## src/logic/dgfc_pkg.sv

```systemverilog
// shared constants and types for the gated frequency and duty counter
package dgfc_pkg;

  localparam int REF_W  = 24;
  localparam int PRE_W  = 16;
  localparam int LOW_W  = 8;
  localparam int GATE_W = 3;

  // register byte offsets
  localparam logic [7:0] OFS_CTRL   = 8'h00;
  localparam logic [7:0] OFS_PRESET = 8'h04;
  localparam logic [7:0] OFS_REFCNT = 8'h08;
  localparam logic [7:0] OFS_INCNT  = 8'h0C;
  localparam logic [7:0] OFS_STATUS = 8'h10;
  localparam logic [7:0] OFS_IRQEN  = 8'h14;

  // control field positions
  localparam int CTRL_SRC_BIT  = 0;
  localparam int CTRL_DIV_BIT  = 1;
  localparam int CTRL_MODE_LSB = 2;
  localparam int CTRL_ARM_BIT  = 4;
  localparam int CTRL_LOAD_BIT = 5;
  localparam int CTRL_GIE_BIT  = 6;

  // preset field positions
  localparam int PRESET_GATE_LSB = 16;

  // status field positions
  localparam int STAT_DONE_BIT  = 0;
  localparam int STAT_STATE_LSB = 2;
  localparam int STAT_LEVEL_BIT = 5;

  // reset values
  localparam logic [31:0] CTRL_RESET   = 32'h0000_0000;
  localparam logic [15:0] PRESET_RESET = 16'h0000;
  localparam logic [2:0]  GATE_RESET   = 3'h0;

  // reference clock divide counts, one tick every n plus one main clocks
  localparam logic [1:0] DIV_SLOW_LAST = 2'h3;
  localparam logic [1:0] DIV_FAST_LAST = 2'h1;

  typedef enum logic [1:0] {
    MODE_FREQ  = 2'b00,
    MODE_DUTY  = 2'b01,
    MODE_TIMER = 2'b10,
    MODE_FREQ2 = 2'b11
  } dgfc_mode_e;

  // gray codes along idle, wait, run, overflowed, done
  typedef enum logic [2:0] {
    ST_IDLE = 3'b000,
    ST_WAIT = 3'b001,
    ST_RUN  = 3'b011,
    ST_OVF  = 3'b010,
    ST_DONE = 3'b110
  } dgfc_state_e;

  typedef struct packed {
    logic       globalIrqEn;
    logic       preloadStrobe;
    logic       countArm;
    dgfc_mode_e measureModeSel;
    logic       refClockDivSel;
    logic       inputSourceSel;
  } dgfc_ctrl_s;

  typedef struct packed {
    logic [PRE_W-1:0] upper;
    logic [LOW_W-1:0] lower;
  } dgfc_refcnt_s;

endpackage

```

## src/logic/dgfc_pin_sync.sv

```systemverilog
// three-stage synchroniser with agreement filter and rising edge pulse
`timescale 1ns/1ps
`default_nettype none
module dgfc_pin_sync
  import dgfc_pkg::*;
(
  input  wire logic mclk,
  input  wire logic rstSyncN,
  input  wire logic clkEn,
  input  wire logic pinIn,
  output var  logic level,
  output var  logic rise
);

  logic stage1Reg;
  logic stage2Reg;
  logic stage3Reg;
  logic levelReg;
  logic riseReg;
  logic levelNext;
  logic riseNext;

  // a change only counts once the second and third stages agree
  always_comb
  begin
    levelNext = levelReg;
    if (stage2Reg == stage3Reg)
    begin
      levelNext = stage3Reg;
    end
    riseNext = levelNext & ~levelReg;
  end

  always_ff @(posedge mclk or negedge rstSyncN)
  begin
    if (!rstSyncN)
    begin
      stage1Reg <= 1'b0;
      stage2Reg <= 1'b0;
      stage3Reg <= 1'b0;
      levelReg  <= 1'b0;
      riseReg   <= 1'b0;
    end
    else if (clkEn)
    begin
      stage1Reg <= pinIn;
      stage2Reg <= stage1Reg;
      stage3Reg <= stage2Reg;
      levelReg  <= levelNext;
      riseReg   <= riseNext;
    end
  end

  assign level = levelReg;
  assign rise  = riseReg;

endmodule
`default_nettype wire

```

## src/logic/dgfc_counter_pair.sv

```systemverilog
// dual 24-bit gated frequency, duty and timer counter with apb registers
//
// Notes on behaviour
// RQ1: reference tick is main clock divided by four, or by two when selected.
// RQ2: preset write under preload loads counter bits 23..8 and gate length together.
// RQ3: frequency and duty runs start on the first measured rising edge after arming.
// RQ4: they run past reference overflow, stop at the next rising edge, then interrupt.
// RQ5: timer mode starts on arming and stops with interrupt at reference overflow.
// RQ6: host preloads with arm low, then writes preset and gate length together.
// RQ7: gate 000 gives a full 24-bit count, gate 111 a 17-bit count.
// RQ8: gate codes in between carry from bit seven minus code into the upper part.
// RQ9: with gate 000 the window is (1000000h minus preset times 256) ticks.
// RQ10: frequency mode counts ticks and input cycles; both stay readable afterwards.
// RQ11: duty mode counts ticks only while the measured input is high.
// RQ12: host computes frequency from tick rate, input count and preset plus count.
// RQ13: host computes duty as input count over inverted preset plus count.
// RQ14: measured input is the comparator when source select is one, else the pin.
// RQ15: completion latches a pending flag, gated by its enable and global enable.
`timescale 1ns/1ps
`default_nettype none
module dgfc_counter_pair
  import dgfc_pkg::*;
(
  input  wire logic        mclk,
  input  wire logic        reset_n,
  input  wire logic        clkEn,
  input  wire logic        psel,
  input  wire logic        penable,
  input  wire logic        pwrite,
  input  wire logic [7:0]  paddr,
  input  wire logic [31:0] pwdata,
  output var  logic [31:0] prdata,
  output var  logic        pready,
  output var  logic        pslverr,
  input  wire logic        comparatorResult,
  input  wire logic        counterPinInput,
  output var  logic        irq
);

  function automatic logic addrMapped(input logic [7:0] a);
    addrMapped = (a == OFS_CTRL) || (a == OFS_PRESET) || (a == OFS_REFCNT)
              || (a == OFS_INCNT) || (a == OFS_STATUS) || (a == OFS_IRQEN);
  endfunction

  logic rstMetaReg;
  logic rstSyncN;

  // release is synchronised so no flop leaves reset on a ragged edge
  always_ff @(posedge mclk or negedge reset_n)
  begin
    if (!reset_n)
    begin
      rstMetaReg <= 1'b0;
      rstSyncN   <= 1'b0;
    end
    else
    begin
      rstMetaReg <= 1'b1;
      rstSyncN   <= rstMetaReg;
    end
  end

  dgfc_ctrl_s            ctrl_reg;
  dgfc_ctrl_s            ctrl_next;
  logic [PRE_W-1:0]      preset_reg;
  logic [PRE_W-1:0]      preset_next;
  logic [GATE_W-1:0]     gate_reg;
  logic [GATE_W-1:0]     gate_next;
  logic                  pending_reg;
  logic                  pending_next;
  logic                  irqEn_reg;
  logic                  irqEn_next;
  logic [31:0]           rdata_reg;
  logic [31:0]           rdata_next;
  logic [1:0]            div_reg;
  logic [1:0]            div_next;
  dgfc_state_e           state_reg;
  dgfc_state_e           state_next;
  dgfc_refcnt_s          refCnt_reg;
  dgfc_refcnt_s          refCnt_next;
  logic [REF_W-1:0]      inCnt_reg;
  logic [REF_W-1:0]      inCnt_next;

  logic measuredRaw;
  logic measuredLevel;
  logic measuredRise;
  logic refTick;
  logic setupPhase;
  logic writeAccess;
  logic presetLoad;
  logic doneEvent;
  logic refOverflow;
  logic lowCarry;
  logic [LOW_W-1:0] lowMask;
  logic isTimer;
  logic counting;

  // RQ14: source select mux
  assign measuredRaw = ctrl_reg.inputSourceSel ? comparatorResult : counterPinInput;

  dgfc_pin_sync u_sync (
    .mclk     (mclk),
    .rstSyncN (rstSyncN),
    .clkEn    (clkEn),
    .pinIn    (measuredRaw),
    .level    (measuredLevel),
    .rise     (measuredRise)
  );

  // RQ1: reference tick divider
  always_comb
  begin
    div_next = div_reg + 2'h1;
    refTick  = 1'b0;
    if (div_reg == (ctrl_reg.refClockDivSel ? DIV_FAST_LAST : DIV_SLOW_LAST))
    begin
      refTick  = 1'b1;
      div_next = 2'h0;
    end
  end

  assign setupPhase  = psel & ~penable;
  assign writeAccess = psel & penable & pwrite & clkEn;
  // RQ2: preset load only while preload strobe is set
  assign presetLoad  = writeAccess && (paddr == OFS_PRESET) && ctrl_reg.preloadStrobe;

  assign isTimer  = (ctrl_reg.measureModeSel == MODE_TIMER);
  assign counting = (state_reg == ST_RUN) || (state_reg == ST_OVF);

  // RQ7: gate code picks the carry bit of the lower byte
  // RQ8: intermediate codes carry from bit seven minus the code
  assign lowMask     = 8'hFF >> gate_reg;
  assign lowCarry    = refTick && ((refCnt_reg.lower & lowMask) == lowMask);
  // RQ9: window ends when the preset-loaded upper part wraps
  assign refOverflow = counting && lowCarry && (&refCnt_reg.upper);

  // counter state machine
  always_comb
  begin
    state_next  = state_reg;
    refCnt_next = refCnt_reg;
    inCnt_next  = inCnt_reg;
    doneEvent   = 1'b0;
    unique case (state_reg)
      ST_IDLE:
      begin
        if (ctrl_reg.countArm && !ctrl_reg.preloadStrobe)
        begin
          // RQ5: timer starts at once
          // RQ3: measuring modes wait for an edge
          state_next = isTimer ? ST_RUN : ST_WAIT;
        end
      end
      ST_WAIT:
      begin
        if (measuredRise)
        begin
          state_next = ST_RUN;
        end
      end
      ST_RUN:
      begin
        if (refOverflow)
        begin
          // RQ5: timer stops at overflow
          // RQ4: measuring modes keep running
          state_next = isTimer ? ST_DONE : ST_OVF;
          doneEvent  = isTimer;
        end
      end
      ST_OVF:
      begin
        // RQ4: stop on the edge after overflow
        if (measuredRise)
        begin
          state_next = ST_DONE;
          doneEvent  = 1'b1;
        end
      end
      ST_DONE:
      begin
        state_next = ST_DONE;
      end
      default:
      begin
        state_next = ST_IDLE;
      end
    endcase
    if (!ctrl_reg.countArm)
    begin
      state_next = ST_IDLE;
      doneEvent  = 1'b0;
    end
    // RQ10: reference counter counts ticks in the window
    if (counting && refTick)
    begin
      refCnt_next.lower = refCnt_reg.lower + 8'h01;
      if (lowCarry)
      begin
        refCnt_next.upper = refCnt_reg.upper + 16'h0001;
      end
    end
    if (counting)
    begin
      if (ctrl_reg.measureModeSel == MODE_DUTY)
      begin
        // RQ11: high time in reference ticks
        if (refTick && measuredLevel)
        begin
          inCnt_next = inCnt_reg + 24'h00_0001;
        end
      end
      // RQ10: input cycles counted on rising edges
      else if (measuredRise)
      begin
        inCnt_next = inCnt_reg + 24'h00_0001;
      end
    end
    // RQ2: preset lands in the upper part, counts restart from it
    if (presetLoad)
    begin
      refCnt_next.upper = pwdata[PRE_W-1:0];
      refCnt_next.lower = 8'h00;
      inCnt_next        = 24'h00_0000;
    end
  end

  always_ff @(posedge mclk or negedge rstSyncN)
  begin
    if (!rstSyncN)
    begin
      state_reg  <= ST_IDLE;
      refCnt_reg <= '0;
      inCnt_reg  <= '0;
      div_reg    <= 2'h0;
    end
    else if (clkEn)
    begin
      state_reg  <= state_next;
      refCnt_reg <= refCnt_next;
      inCnt_reg  <= inCnt_next;
      div_reg    <= div_next;
    end
  end

  // register file
  always_comb
  begin
    ctrl_next    = ctrl_reg;
    preset_next  = preset_reg;
    gate_next    = gate_reg;
    irqEn_next   = irqEn_reg;
    pending_next = pending_reg;
    rdata_next   = rdata_reg;
    if (writeAccess)
    begin
      unique case (paddr)
        OFS_CTRL:
        begin
          ctrl_next = pwdata[$bits(dgfc_ctrl_s)-1:0];
        end
        OFS_IRQEN:
        begin
          irqEn_next = pwdata[STAT_DONE_BIT];
        end
        OFS_STATUS:
        begin
          if (pwdata[STAT_DONE_BIT])
          begin
            pending_next = 1'b0;
          end
        end
        default:
        begin
        end
      endcase
    end
    // RQ2: gate length updated with the preset
    if (presetLoad)
    begin
      preset_next = pwdata[PRE_W-1:0];
      gate_next   = pwdata[PRESET_GATE_LSB +: GATE_W];
    end
    // RQ15: completion sets pending, set wins over clear
    if (doneEvent)
    begin
      pending_next = 1'b1;
    end
    // read data captured in setup so it stands for the access phase
    if (setupPhase)
    begin
      rdata_next = 32'h0000_0000;
      unique case (paddr)
        OFS_CTRL:
        begin
          rdata_next[$bits(dgfc_ctrl_s)-1:0] = ctrl_reg;
        end
        OFS_PRESET:
        begin
          rdata_next[PRE_W-1:0]                  = preset_reg;
          rdata_next[PRESET_GATE_LSB +: GATE_W] = gate_reg;
        end
        OFS_REFCNT:
        begin
          rdata_next[REF_W-1:0] = refCnt_reg;
        end
        OFS_INCNT:
        begin
          rdata_next[REF_W-1:0] = inCnt_reg;
        end
        OFS_STATUS:
        begin
          rdata_next[STAT_DONE_BIT]       = pending_reg;
          rdata_next[STAT_STATE_LSB +: 3] = state_reg;
          rdata_next[STAT_LEVEL_BIT]      = measuredLevel;
        end
        OFS_IRQEN:
        begin
          rdata_next[STAT_DONE_BIT] = irqEn_reg;
        end
        default:
        begin
        end
      endcase
    end
  end

  always_ff @(posedge mclk or negedge rstSyncN)
  begin
    if (!rstSyncN)
    begin
      ctrl_reg    <= CTRL_RESET[$bits(dgfc_ctrl_s)-1:0];
      preset_reg  <= PRESET_RESET;
      gate_reg    <= GATE_RESET;
      irqEn_reg   <= 1'b0;
      pending_reg <= 1'b0;
      rdata_reg   <= 32'h0000_0000;
    end
    else if (clkEn)
    begin
      ctrl_reg    <= ctrl_next;
      preset_reg  <= preset_next;
      gate_reg    <= gate_next;
      irqEn_reg   <= irqEn_next;
      pending_reg <= pending_next;
      rdata_reg   <= rdata_next;
    end
  end

  // zero wait states; a frozen clock enable would stall a multi-cycle answer
  assign pready  = 1'b1;
  assign pslverr = psel & penable & ~addrMapped(paddr);
  assign prdata  = rdata_reg;

  // RQ15: level interrupt, gated by enable and global enable
  assign irq = pending_reg & irqEn_reg & ctrl_reg.globalIrqEn;

endmodule
`default_nettype wire

```

## config.mk

```make
export PLATFORM = sky130hd
export DESIGN_NAME = dgfc_counter_pair
export DESIGN_NICKNAME = d
export VERILOG_FILES = /design/src/logic/dgfc_pkg.sv /design/src/logic/dgfc_pin_sync.sv /design/src/logic/dgfc_counter_pair.sv
export SDC_FILE = /design/constraint.sdc
export NUM_CORES = 1
export LEC_CHECK = 0
export BUFFER_PORTS_ARGS = -buffer_cell sky130_fd_sc_hd__buf_4
export CELL_PAD_IN_SITES_DETAIL_PLACEMENT = 2
export CELL_PAD_IN_SITES_GLOBAL_PLACEMENT = 2
export CORE_MARGIN = 3
export CORE_UTILIZATION = 38
export DETAILED_ROUTE_END_ITERATION = 8
export PLACE_DENSITY_LB_ADDON = 0.1
export SYNTH_ARGS = -nofsm -noshare
export SYNTH_HDL_FRONTEND = slang
export SYNTH_SLANG_ARGS = --single-unit
```

## constraint.sdc

```tcl
create_clock -name mclk -period 11.14 [get_ports mclk]
set_clock_uncertainty 0.2 [all_clocks]
set_input_delay 0.557 -clock mclk [delete_from_list [all_inputs] [get_ports mclk]]
set_output_delay 0.557 -clock mclk [all_outputs]
set_load 0.02 [all_outputs]
```

==> flow_metrics.tcl <==
set metrics [dict create \
    status "completed" \
    grt_pass1_vias 5477 \
    ctsResizeCount 0 \
    grt_pass1_wl_um 31700 \
    place_area_sq_mm 0.00637 \
    vias 5091 \
    grt_usage_pct 24.4 \
    cts_tree "built" \
    cap_violations 0 \
    layout-drive-gt1-share_pct 15.5 \
    ys_seq_area_share_pct 48.0 \
    drtAntennaViolNets 0 \
    syn_area_per_cell_sq_um 9.32 \
    area.growth.synth_to_final_pct 15.0 \
    slew-limit-headroom_pct 30.6 \
    layout_min_cycle_time_ps 3220 \
    path_class "primary input to flip-flop" \
    numPortBuffers 60 \
    core_sq_mm 0.0148 \
    row_count 44 \
    path_clk_slew_ps 80 \
    synth_top_area_cell "dfrtp_1" \
    multi_input_area_sq_mm 0.00283 \
    finalHoldViolations 0 \
    netlist_area_sq_mm 0.00584 \
    place_congestion 0.832 \
    dr.pass1.iters 5 \
    dp_cells 837 \
    fin_area_sq_mm 0.00671 \
    die_area_sq_mm 0.0169 \
    hold_path_class "flip-flop to asynchronous set/reset pin" \
    fin_nets 716 \
    regToRegSetupSlack_ps 7960 \
    finalWirelength_um 19500 \
    final_cell_count_no_fill 854 \
    async_reset_ff_share_pct 100 \
    clock-sinks 112 \
    min_period_over_period_pct 28.9 \
    via_per_inst 5.96 \
    final_cell_mix "112 x nand2_1, 111 x dfrtp_1, 66 x buf_4" \
    post-dp-hpwl_um 13600 \
    ys.flop_type "dfrtp_1" \
    ff_latch_area_sq_mm 0.00281 \
    die_w_um 130 \
    io_pins 83 \
    p_leak_uw 0.00310 \
    diodes 0 \
    synthTopCellsByArea "dfrtp_1 48%, nand2_1 7.2%, nor2_1 3.8%, o21ai_0 3.3%, xor2_1 2.7%" \
    num-fill-cells 1615 \
    yosysWarnings 0 \
    grt_max_degree 66 \
    clk_path_buf_depth 2 \
    cts_inserted_buffers 9 \
    worst_slack_ps 7920 \
    setup_viol 0 \
    fmax_mhz 311 \
    place_ws_ps 7540 \
    grt_antenna_before_repair 0 \
    tightest_slew_ps 1040 \
    cp.required_ps 11200 \
    synth_cells 626 \
    htree_levels 3 \
    layout_commonest_cell "nand2_1" \
    ys_types 61 \
    wl_per_cell_um 22.9 \
    start_kind "primary input" \
    ys_ff_latch 112 \
    timing.hold.ws_ps 155 \
    die_h_um 130 \
    synth_top_area_share_pct 48.0 \
    clkLatencyLatePin_ps 350 \
    crit_fanout 20 \
    root_buffer "clkbuf_16" \
    maxSlewViolCount 0 \
    initial_core_util_pct 39.6 \
    rsz0062_at_grt "false" \
    grt-ovfl-total 0 \
    vdd_ir_drop_max_uv 71.1 \
    synth-edff-count 0 \
    drtIter0Drc 361 \
    cp-end-kind "flip-flop" \
    p_per_area_mw_per_mm2 124 \
    fin_tns_setup_ps 0 \
    drc_errors 0 \
    arrival_ps 3280 \
]
==> timing repair <==
item,in CTS,in global routing
hold buffers,1,0
buffers inserted,0,0
hold endpoints to repair,2,0
==> power breakdown <==
| group | switching [uW] | internal (uW) |
|---|---|---|
| Sequential | 13.6 | 414 |
| Combinational | 26.2 | 18.1 |
| Clock | 161 | 200 |
==> per-layer routing <==
layer  GRT usage (%)  wire (um)
met4            5.01        164
met2            41.0       9760
met1            34.3       9080
met3            2.58        528
met5               0          0
==> area by class of cell <==
cell class,instances,area share (%)
well taps,184,3.43
multi-input cells,471,42.1
flip-flops and latches,112,41.8
clock buffers,9,3.36
inverters,4,0.224
repair buffers,67,7.53
clock inverters,7,1.51
==> cells by family after synthesis <==
group / count (synthesis) / synth area share (%)
simple gates: 279 / 22.9
compound gates: 124 / 14.6
flops: 112 / 48.0
buf+inv: 51 / 4.22
xor+xnor: 35 / 5.25
mux: 20 / 4.31
fa+ha+maj: 3 / 0.643
other cells: 2 / 0.129
==> stage by stage <==
step	util (%)	total power (uW)
floorplan	-	458
global placement	43.2	476
detailed placement	43.2	480
CTS	45.5	843
global route	45.5	866
finish	45.5	833
==> critical path: stages <==
cell	delay, ps
buf_4	100
or2_2	330
nor4_1	580
nand2b_1	330
nor2b_2	870
a22oi_1	280
o21ai_0	220
==> worst paths after layout <==
check	from	end	cells past startpoint
min	rstSyncN	refCnt_reg[20]	0
max reg2reg	state_reg[2]	inCnt_reg[21]	6
min in group mclk	rstMetaReg	rstSyncN	0
max	paddr[7]	prdata[0]	7
min reg2reg	rstSyncN	refCnt_reg[20]	0
max in group asynchronous	rstSyncN	prdata[2]	1
==> Yosys cell counts, drive strengths merged (9+ instances only) <==
cell	n
a22oi	11
buf	22
and2	11
nand2	112
xnor2	17
nor2	59
nand3	19
nor4	9
and3	14
o21ai	39
mux2i	9
clkbuf	25
xor2	18
a221oi	10
dfrtp	112
nand4	17
mux2	10
a21oi	19
(Power assumes the default switching activity.)
